[config.mk]
export PLATFORM = sky130hd
export DESIGN_NAME = pmc_core
export DESIGN_NICKNAME = d
export VERILOG_FILES = /design/src/core/pmc_pkg.sv /design/src/core/pmc_math.sv /design/src/core/pmc_core.sv
export SDC_FILE = /design/constraint.sdc
export NUM_CORES = 2
export LEC_CHECK = 0
export ABC_AREA = 1
export ABC_CLOCK_PERIOD_IN_PS = 6900
export BUFFER_PORTS_ARGS = -buffer_cell sky130_fd_sc_hd__buf_2
export CORE_MARGIN = 2
export CORE_UTILIZATION = 48
export CTS_CLUSTER_DIAMETER = 80
export DETAILED_ROUTE_END_ITERATION = 10
export GPL_TIMING_DRIVEN = 0
export HOLD_SLACK_MARGIN = 0.06
export PLACE_DENSITY = 0.65
export SKIP_CTS_REPAIR_TIMING = 1
export SLEW_MARGIN = 20
export SYNTH_ARGS = -nofsm -noshare
export SYNTH_HDL_FRONTEND = slang
export SYNTH_SLANG_ARGS = --single-unit
export TNS_END_PERCENT = 5
[constraint.sdc]
create_clock -name mclk -period 6.9 [get_ports mclk]
set_input_delay 0.69 -clock mclk [delete_from_list [all_inputs] [get_ports mclk]]
set_output_delay 0.69 -clock mclk [all_outputs]
set_load 0.01 [all_outputs]
[src/core/pmc_pkg.sv]
package pmc_pkg;
	// ************************************************************
	// register command codes
	// ************************************************************
	localparam logic [7:0] ADDR_CURRENT_GAIN_CALIBRATION = 8'h38;
	localparam logic [7:0] ADDR_BUS_VOLTAGE_RESULT = 8'h8B;
	localparam logic [7:0] ADDR_CURRENT_RESULT = 8'h8C;
	localparam logic [7:0] ADDR_DIE_TEMPERATURE_RESULT = 8'h8D;
	localparam logic [7:0] ADDR_POWER_RESULT = 8'h96;
	localparam logic [7:0] ADDR_BUS_CHANNEL_ACQUISITION_CONFIG = 8'hD5;
	localparam logic [7:0] ADDR_SHUNT_VOLTAGE_RESULT = 8'hD6;
	localparam logic [7:0] ADDR_PEAK_TRACKING_CONFIG = 8'hD7;
	localparam logic [7:0] ADDR_MIN_CURRENT_RESULT = 8'hD8;
	localparam logic [7:0] ADDR_MAX_CURRENT_RESULT = 8'hD9;
	localparam logic [7:0] ADDR_AUX_VOLTAGE_RESULT = 8'hE1;
	localparam logic [7:0] ADDR_CONVERSION_STATUS = 8'hD3;
	// ************************************************************
	// reset values and fields
	// ************************************************************
	localparam logic [15:0] RST_CURRENT_GAIN_CALIBRATION = 16'h0000;
	localparam logic [15:0] RST_BUS_CHANNEL_ACQUISITION_CONFIG = 16'h0387;
	localparam logic [7:0] RST_PEAK_TRACKING_CONFIG = 8'h00;
	localparam logic [15:0] MASK_CAL_GAIN = 16'h7FFF;
	localparam logic [15:0] MASK_BUS_CFG = 16'h3FFF;
	localparam logic [7:0] MASK_PEAK_CFG = 8'h01;
	localparam int AUX_AVG_LSB = 10;
	localparam int AUX_CT_LSB = 7;
	localparam int BUS_AVG_LSB = 3;
	localparam int BUS_CT_LSB = 0;
	localparam int MATH_RES_BITS = 11;
	localparam int SHUNT_RES = 32768;
	localparam int POWER_SHIFT = 15;
	// ************************************************************
	// conversion timing
	// ************************************************************
	localparam int CLK_MHZ = 40;
	localparam int CONV_TIME_BASE_US = 64;
	localparam int CONV_BASE_CYCLES = CONV_TIME_BASE_US * CLK_MHZ;
	localparam logic [15:0] MIN_INIT = 16'h7FFF;
	localparam logic [15:0] MAX_INIT = 16'h8000;
	typedef enum logic [2:0] {
		PMC_IDLE = 3'b001,
		PMC_CUR = 3'b010,
		PMC_PWR = 3'b100
	} pmc_state_t;
endpackage : pmc_pkg

[src/core/pmc_math.sv]
module pmc_math (
	input wire logic mclk,
	input wire logic nrst,
	input wire logic start,
	input wire logic [15:0] shunt,
	input wire logic [15:0] vbus,
	input wire logic [14:0] gain,
	output logic done,
	output logic [15:0] current,
	output logic [15:0] power,
	output logic overflow
);
	import pmc_pkg::*;

	pmc_state_t state;
	logic signed [31:0] cur_prod;
	logic signed [32:0] pwr_prod;
	logic signed [31:0] cur_scaled;
	logic signed [32:0] pwr_scaled;

	function automatic logic fits16(input logic signed [32:0] v);
		fits16 = (v <= 33'sd32767) && (v >= -33'sd32768);
	endfunction : fits16

	assign cur_prod = $signed(shunt) * $signed({1'b0, gain});
	assign cur_scaled = cur_prod >>> MATH_RES_BITS;
	assign pwr_prod = $signed(current) * $signed({1'b0, vbus});
	assign pwr_scaled = pwr_prod >>> POWER_SHIFT;

	always_ff @(posedge mclk or negedge nrst) begin
		if (!nrst) begin
			state <= PMC_IDLE;
			done <= 1'b0;
			current <= 16'h0000;
			power <= 16'h0000;
			overflow <= 1'b0;
		end else begin
			done <= 1'b0;
			case (state)
				PMC_IDLE: begin
					if (start) begin
						state <= PMC_CUR;
					end
				end
				PMC_CUR: begin
					// current = shunt * gain / 2048
					current <= cur_scaled[15:0];
					overflow <= !fits16({cur_scaled[31], cur_scaled});
					state <= PMC_PWR;
				end
				PMC_PWR: begin
					power <= pwr_scaled[15:0];
					if (!fits16(pwr_scaled)) begin
						overflow <= 1'b1;
					end
					done <= 1'b1;
					state <= PMC_IDLE;
				end
				default: begin
					state <= PMC_IDLE;
				end
			endcase
		end
	end
endmodule : pmc_math

[src/core/pmc_core.sv]
// Function
// - averaging code n gives 2^n samples up to 2048; codes 11xx give 4096
// - nonzero calibration gain enables current and power computation
// - calibration gain is 15 bits, bit 15 reads zero, resets to zero
// - internal math resolution is 2048, an 11-bit shift
// - shunt result is signed 15-bit magnitude, 32768 steps
// - bus config: aux avg 13:10, aux time 9:7, bus avg 6:3, bus time 2:0
// - bus and aux fields use the shunt field code mapping
// - conversion time codes 64,128,256,512us, 10x 1.024ms, 11x 2.048ms
// - peak config bit 0 enables min/max current tracking, others zero
// - each current result updates min and max while tracking enabled
// - clearing enable stops tracking and resets min and max
// - only current is tracked, not voltage power or temperature
// - shunt voltage result is a signed word, 2.5uV per count
// - bus voltage result is unsigned word, 1mV or 250uV step
// - current result is signed, from shunt and calibration gain
// - power result is signed, from current and bus voltage
// - aux voltage result is unsigned, 100uV per count
// - temperature is 16-bit two's complement, 0.016 C per count
// - math overflow flag raised when current or power out of range
module pmc_core #(
	parameter int AVG_MAX = 4096
) (
	input wire logic mclk,
	input wire logic nrst,
	input wire logic reg_wr,
	input wire logic reg_rd,
	input wire logic [7:0] reg_addr,
	input wire logic [15:0] reg_wdata,
	output logic [15:0] reg_rdata,
	output logic reg_hit,
	input wire logic conv_done,
	input wire logic [15:0] conv_shunt,
	input wire logic [15:0] conv_vbus,
	input wire logic [15:0] conv_aux,
	input wire logic [15:0] conv_temp,
	output logic [12:0] bus_averaging_count,
	output logic [12:0] aux_averaging_count,
	output logic [17:0] bus_conv_cycles,
	output logic [17:0] aux_conv_cycles,
	output logic math_overflow_flag
);
	import pmc_pkg::*;

	// ************************************************************
	// storage
	// ************************************************************
	logic [15:0] current_gain_calibration;
	logic [15:0] bus_channel_acquisition_config;
	logic [7:0] peak_tracking_config;
	logic [15:0] shunt_voltage_result;
	logic [15:0] bus_voltage_result;
	logic [15:0] aux_voltage_result;
	logic [15:0] die_temperature_result;
	logic [15:0] min_current_result;
	logic [15:0] max_current_result;
	logic [15:0] current_result;
	logic [15:0] power_result;
	logic math_done;
	logic math_ovf;
	logic [15:0] shunt_clamped;
	logic [15:0] next_rdata;
	logic next_hit;
	logic track_en;

	// ************************************************************
	// code decoders
	// ************************************************************
	function automatic logic [12:0] avg_samples(input logic [3:0] code);
		if (code[3:2] == 2'b11) begin
			avg_samples = 13'(AVG_MAX);
		end else begin
			avg_samples = 13'h0001 << code;
		end
	endfunction : avg_samples

	function automatic logic [17:0] conv_cycles(input logic [2:0] code);
		logic [17:0] base;
		base = 18'(CONV_BASE_CYCLES);
		if (code[2]) begin
			conv_cycles = base << (code[1] ? 5 : 4);
		end else begin
			conv_cycles = base << code[1:0];
		end
	endfunction : conv_cycles

	assign track_en = peak_tracking_config[0];

	// ************************************************************
	// writable registers
	// ************************************************************
	always_ff @(posedge mclk or negedge nrst) begin
		if (!nrst) begin
			current_gain_calibration <= RST_CURRENT_GAIN_CALIBRATION;
			bus_channel_acquisition_config <= RST_BUS_CHANNEL_ACQUISITION_CONFIG;
			peak_tracking_config <= RST_PEAK_TRACKING_CONFIG;
		end else if (reg_wr) begin
			// result addresses fall through untouched
			case (reg_addr)
				ADDR_CURRENT_GAIN_CALIBRATION: begin
					current_gain_calibration <= reg_wdata & MASK_CAL_GAIN;
				end
				ADDR_BUS_CHANNEL_ACQUISITION_CONFIG: begin
					bus_channel_acquisition_config <= reg_wdata & MASK_BUS_CFG;
				end
				ADDR_PEAK_TRACKING_CONFIG: begin
					peak_tracking_config <= reg_wdata[7:0] & MASK_PEAK_CFG;
				end
				default: begin
				end
			endcase
		end
	end

	// ************************************************************
	// acquisition settings
	// ************************************************************
	always_ff @(posedge mclk or negedge nrst) begin
		if (!nrst) begin
			bus_averaging_count <= 13'h0001;
			aux_averaging_count <= 13'h0001;
			bus_conv_cycles <= 18'h00000;
			aux_conv_cycles <= 18'h00000;
		end else begin
			bus_averaging_count <= avg_samples(bus_channel_acquisition_config[BUS_AVG_LSB +: 4]);
			aux_averaging_count <= avg_samples(bus_channel_acquisition_config[AUX_AVG_LSB +: 4]);
			bus_conv_cycles <= conv_cycles(bus_channel_acquisition_config[BUS_CT_LSB +: 3]);
			aux_conv_cycles <= conv_cycles(bus_channel_acquisition_config[AUX_CT_LSB +: 3]);
		end
	end

	// ************************************************************
	// raw conversion results
	// ************************************************************
	// shunt limited to a signed 15-bit magnitude
	always_comb begin
		if (conv_shunt == 16'h8000) begin
			shunt_clamped = 16'h8001;
		end else begin
			shunt_clamped = conv_shunt;
		end
	end

	always_ff @(posedge mclk or negedge nrst) begin
		if (!nrst) begin
			shunt_voltage_result <= 16'h0000;
			bus_voltage_result <= 16'h0000;
			aux_voltage_result <= 16'h0000;
			die_temperature_result <= 16'h0000;
		end else if (conv_done) begin
			shunt_voltage_result <= shunt_clamped;
			bus_voltage_result <= conv_vbus;
			aux_voltage_result <= conv_aux;
			die_temperature_result <= conv_temp;
		end
	end

	// ************************************************************
	// current and power arithmetic
	// ************************************************************
	pmc_math u_math (
		.mclk(mclk),
		.nrst(nrst),
		.start(conv_done && (current_gain_calibration[14:0] != 15'h0000)),
		// math works from the stored results, the live inputs may already have moved on
		.shunt(shunt_voltage_result),
		.vbus(bus_voltage_result),
		.gain(current_gain_calibration[14:0]),
		.done(math_done),
		.current(current_result),
		.power(power_result),
		.overflow(math_ovf)
	);

	always_ff @(posedge mclk or negedge nrst) begin
		if (!nrst) begin
			math_overflow_flag <= 1'b0;
		end else if (math_done) begin
			math_overflow_flag <= math_ovf;
		end
	end

	// ************************************************************
	// peak tracking
	// ************************************************************
	always_ff @(posedge mclk or negedge nrst) begin
		if (!nrst) begin
			min_current_result <= MIN_INIT;
			max_current_result <= MAX_INIT;
		end else if (!track_en) begin
			min_current_result <= MIN_INIT;
			max_current_result <= MAX_INIT;
		end else if (math_done) begin
			// only current feeds the trackers
			if ($signed(current_result) < $signed(min_current_result)) begin
				min_current_result <= current_result;
			end
			if ($signed(current_result) > $signed(max_current_result)) begin
				max_current_result <= current_result;
			end
		end
	end

	// ************************************************************
	// read port
	// ************************************************************
	always_comb begin
		next_hit = 1'b1;
		case (reg_addr)
			ADDR_CURRENT_GAIN_CALIBRATION: next_rdata = current_gain_calibration;
			ADDR_BUS_VOLTAGE_RESULT: next_rdata = bus_voltage_result;
			ADDR_CURRENT_RESULT: next_rdata = current_result;
			ADDR_DIE_TEMPERATURE_RESULT: next_rdata = die_temperature_result;
			ADDR_POWER_RESULT: next_rdata = power_result;
			ADDR_BUS_CHANNEL_ACQUISITION_CONFIG: next_rdata = bus_channel_acquisition_config;
			ADDR_SHUNT_VOLTAGE_RESULT: next_rdata = shunt_voltage_result;
			ADDR_PEAK_TRACKING_CONFIG: next_rdata = {8'h00, peak_tracking_config};
			ADDR_MIN_CURRENT_RESULT: next_rdata = min_current_result;
			ADDR_MAX_CURRENT_RESULT: next_rdata = max_current_result;
			ADDR_AUX_VOLTAGE_RESULT: next_rdata = aux_voltage_result;
			ADDR_CONVERSION_STATUS: next_rdata = {15'h0000, math_overflow_flag};
			default: begin
				next_rdata = 16'h0000;
				next_hit = 1'b0;
			end
		endcase
	end

	always_ff @(posedge mclk or negedge nrst) begin
		if (!nrst) begin
			reg_rdata <= 16'h0000;
			reg_hit <= 1'b0;
		end else if (reg_rd) begin
			reg_rdata <= next_rdata;
			reg_hit <= next_hit;
		end else begin
			reg_hit <= 1'b0;
		end
	end
endmodule : pmc_core

==> impl_metrics.json <==
{
  "netlist_instances": 3800,
  "fin_ws_ns": 0.279,
  "yosys.area_share.simple": 0.188,
  "dieArea_sq_um": 63600,
  "maxCapViolations": 0,
  "start_util": 0.488,
  "grt_pass1_wl_um": 143000,
  "synth_cell_types": 54,
  "fmax_mhz": 151,
  "grt_max_degree": 95,
  "status": "complete, no violations",
  "crit_arrival_ns": 7.05,
  "hold_path.class": "in2async",
  "cts.sinks": 225,
  "insertion_delay_ns": 0.56,
  "synth_edf_count": 0,
  "yosysWarnings": 0,
  "synth_top_family_by_area": "adder cells",
  "finalWirelength_um": 92100,
  "htreeDepth": 1,
  "ys_seq_area_frac": 0.192,
  "post-place-ws_ns": -0.370,
  "syn_area_sq_um": 29500,
  "async_reset_ff_frac": 1.00,
  "cp-start-kind": "flip-flop",
  "hold_slack_ns": 0.0448,
  "rsz0062_at_grt": "yes",
  "synth-compound-area-share": 0.0636,
  "period_share": 0.960,
  "crit_type": "reg2reg",
  "fin_crit_ns": 6.62,
  "peakVddDrop_mv": 0.744,
  "area_growth_pct": 9.36,
  "grt_util_all_layers": 0.297,
  "cp-end-kind": "flip-flop",
  "cts_buffers": 26,
  "stdcell_count": 4786,
  "cts.path.max_buffers": 3,
  "synthMuxAreaShare": 0,
  "p_leak_nw": 18.9,
  "avgRoutedWirePerCell_um": 19.3,
  "setup_viol": 0,
  "via_per_inst": 5.23,
  "io_pins": 173,
  "slew_headroom": 0.376,
  "hold_viol_final": 0,
  "place.gp.congestion": 1.05,
  "grt_overflow_total": 0,
  "dp.cells": 4755,
  "worstMarginPinSlew_ns": 0.929,
  "synthAdderAreaFrac": 0.394,
  "drv_slew": 0,
  "fp-row-count": 90,
  "dr.pass1.iters": 6,
  "nNetsFinal": 4744,
  "vias": 25010,
  "synthXorXnorAreaFrac": 0.00974,
  "antenna_found_initial": 0,
  "dp_hpwl_um": 76700,
  "antenna_cells": 0,
  "die_x_um": 252,
  "initialDrtViolationCount": 2329,
  "clock_skew_ns": 0.0252,
  "finalSetupTns_ns": 0,
  "drive_gt1_frac": 0.0859,
  "power.density_nw_per_um2": 452,
  "cts_tree": "yes",
  "cp.required_ns": 7.33,
  "root_buffer": "clkbuf_16",
  "post-route-drc-count": 0,
  "fp.coreArea_sq_um": 60600,
  "synth-main-ff-cell": "dfrtp_1",
  "first_global_vias": 24242,
  "fill_cells": 5876,
  "io_buffers": 152,
  "synth-seq-cells": 225,
  "path_clk_slew_ns": 0.06,
  "syn_avg_cell_area_sq_um": 7.78,
  "die_h_um": 252,
  "path_max_fanout": 10,
  "detail-route-antenna-nets": 0
}
==> layer usage <==
metal  up-vias  global-route usage  routed length, um
met3       178              0.0429               8070
met1     12176               0.425              39300
li1      11581                   -                  -
met2      1075               0.465              41200
met4         0              0.0970               3530
met5         -                   0                  0
==> final timing paths <==
path / from / end / slack, ns / cells after the start
setup / recovery: u_math.current[10] / u_math.power[14] / 0.28 / 21
hold / removal: nrst / aux_conv_cycles[17] / 0.04 / 1
setup reg to reg: u_math.current[10] / u_math.power[14] / 0.28 / 21
hold reg to reg: u_math.state[2] / u_math.state[1] / 0.44 / 1
max in group asynchronous: nrst / u_math.state[0] / 5.99 / 2
min in group mclk: conv_aux[3] / aux_voltage_result[3] / 0.33 / 3
==> power breakdown <==
group	internal [mW]	leakage, nW	switching, mW
clock network	0.806	0.413	0.583
registers	1.49	2.85	0.178
logic	4.21	15.6	7.33
total	6.51	18.9	8.09
==> kinds of logic (layout without fill, tap and decap cells) <==
logic type,count (synthesis),after routing
xor gates and xnor gates,32,32
AOI/OAI and AO/OA,322,322
and+or+nand+nor,1374,1374
other,1,20
adders and majority gates,667,667
buffers and inverters,1179,1364
DFF,225,225
==> registers in the layout (all words and copies together), names as in the netlist <==
signal,cells
aux_averaging_count,13
aux_conv_cycles,9
aux_voltage_result,16
bus_averaging_count,13
bus_channel_acquisition_config,14
bus_conv_cycles,9
bus_voltage_result,16
current_gain_calibration,15
die_temperature_result,16
math_overflow_flag,1
max_current_result,16
min_current_result,16
peak_tracking_config,1
reg_hit,1
reg_rdata,16
shunt_voltage_result,16
u_math.current,16
u_math.done,1
u_math.overflow,1
u_math.power,16
u_math.state,3
==> layout make-up <==
| class | count | area, sq um | share of cell area |
|---|---|---|---|
| multi-input combinational | 2415 | 19400 | 0.601 |
| sequential | 225 | 5680 | 0.176 |
| inverter | 988 | 3710 | 0.115 |
| tap | 782 | 978 | 0.0303 |
| timing repair buffer | 155 | 833 | 0.0258 |
| buffer | 173 | 822 | 0.0254 |
| clock buffer | 35 | 714 | 0.0221 |
| clock inverter | 13 | 141 | 0.00438 |
==> cells in the final DEF, fill, tap and decap left out, drive strengths merged, types with 8 or more instances in the layout <==
master / count
a31oi: 13
nor4: 19
dfstp: 25
inv: 988
nand3: 103
nor2: 130
o21ai: 129
xnor2: 18
nand4: 33
buf: 194
or2: 10
dfrtp: 200
a21o: 8
conb: 20
clkbuf: 169
o21bai: 14
nor3: 30
ha: 229
a221oi: 10
o221ai: 13
xor2: 14
o22ai: 34
a21oi: 81
nand2: 1045
fa: 438
==> worst max-delay path, stage by stage, from the launching register on <==
cell,delay [ns]
dfrtp_1,0.40
clkbuf_2,0.37
buf_1,0.50
nand2_1,0.17
fa_1,0.57
inv_1,0.06
fa_1,0.55
fa_1,0.44
fa_1,0.49
fa_1,0.50
inv_1,0.05
fa_1,0.47
inv_1,0.04
ha_1,0.33
a21oi_1,0.18
inv_1,0.06
a21oi_1,0.25
nand2_1,0.12
a2111oi_0,0.59
nand3_1,0.13
nand3_1,0.16
nand2_1,0.06
==> cells in the mapped netlist (all sizes together) (4+ instances only) <==
cell	instances	share of area
ha	229	0.097
a21o	8	0.0020
nand2	1045	0.13
or2	10	0.0021
buf	44	0.0093
o21ai	129	0.022
clkbuf	147	0.019
dfrtp	200	0.17
nor3	30	0.0054
xnor2	18	0.0056
inv	988	0.13
dfstp	25	0.022
a221oi	10	0.0030
a31oi	13	0.0028
fa	438	0.30
o22ai	34	0.0072
xor2	14	0.0041
o221ai	13	0.0039
nand3	103	0.017
o21bai	14	0.0037
a21oi	81	0.014
nor2	130	0.017
nor4	19	0.0042
nand4	33	0.0074
o31ai	4	0.0010
==> metrics by stage <==
stage	power [mW]	util	instance area [sq um]
2_1_floorplan	9.87	-	29600
3_3_place_gp	12.8	0.518	31400
5_1_grt	16.2	0.533	32300
6_report	14.6	0.533	32300
3_5_place_dp	13.0	0.519	31400
4_1_cts	14.5	0.533	32300
No activity file was read; power rests on OpenSTA's default activity.
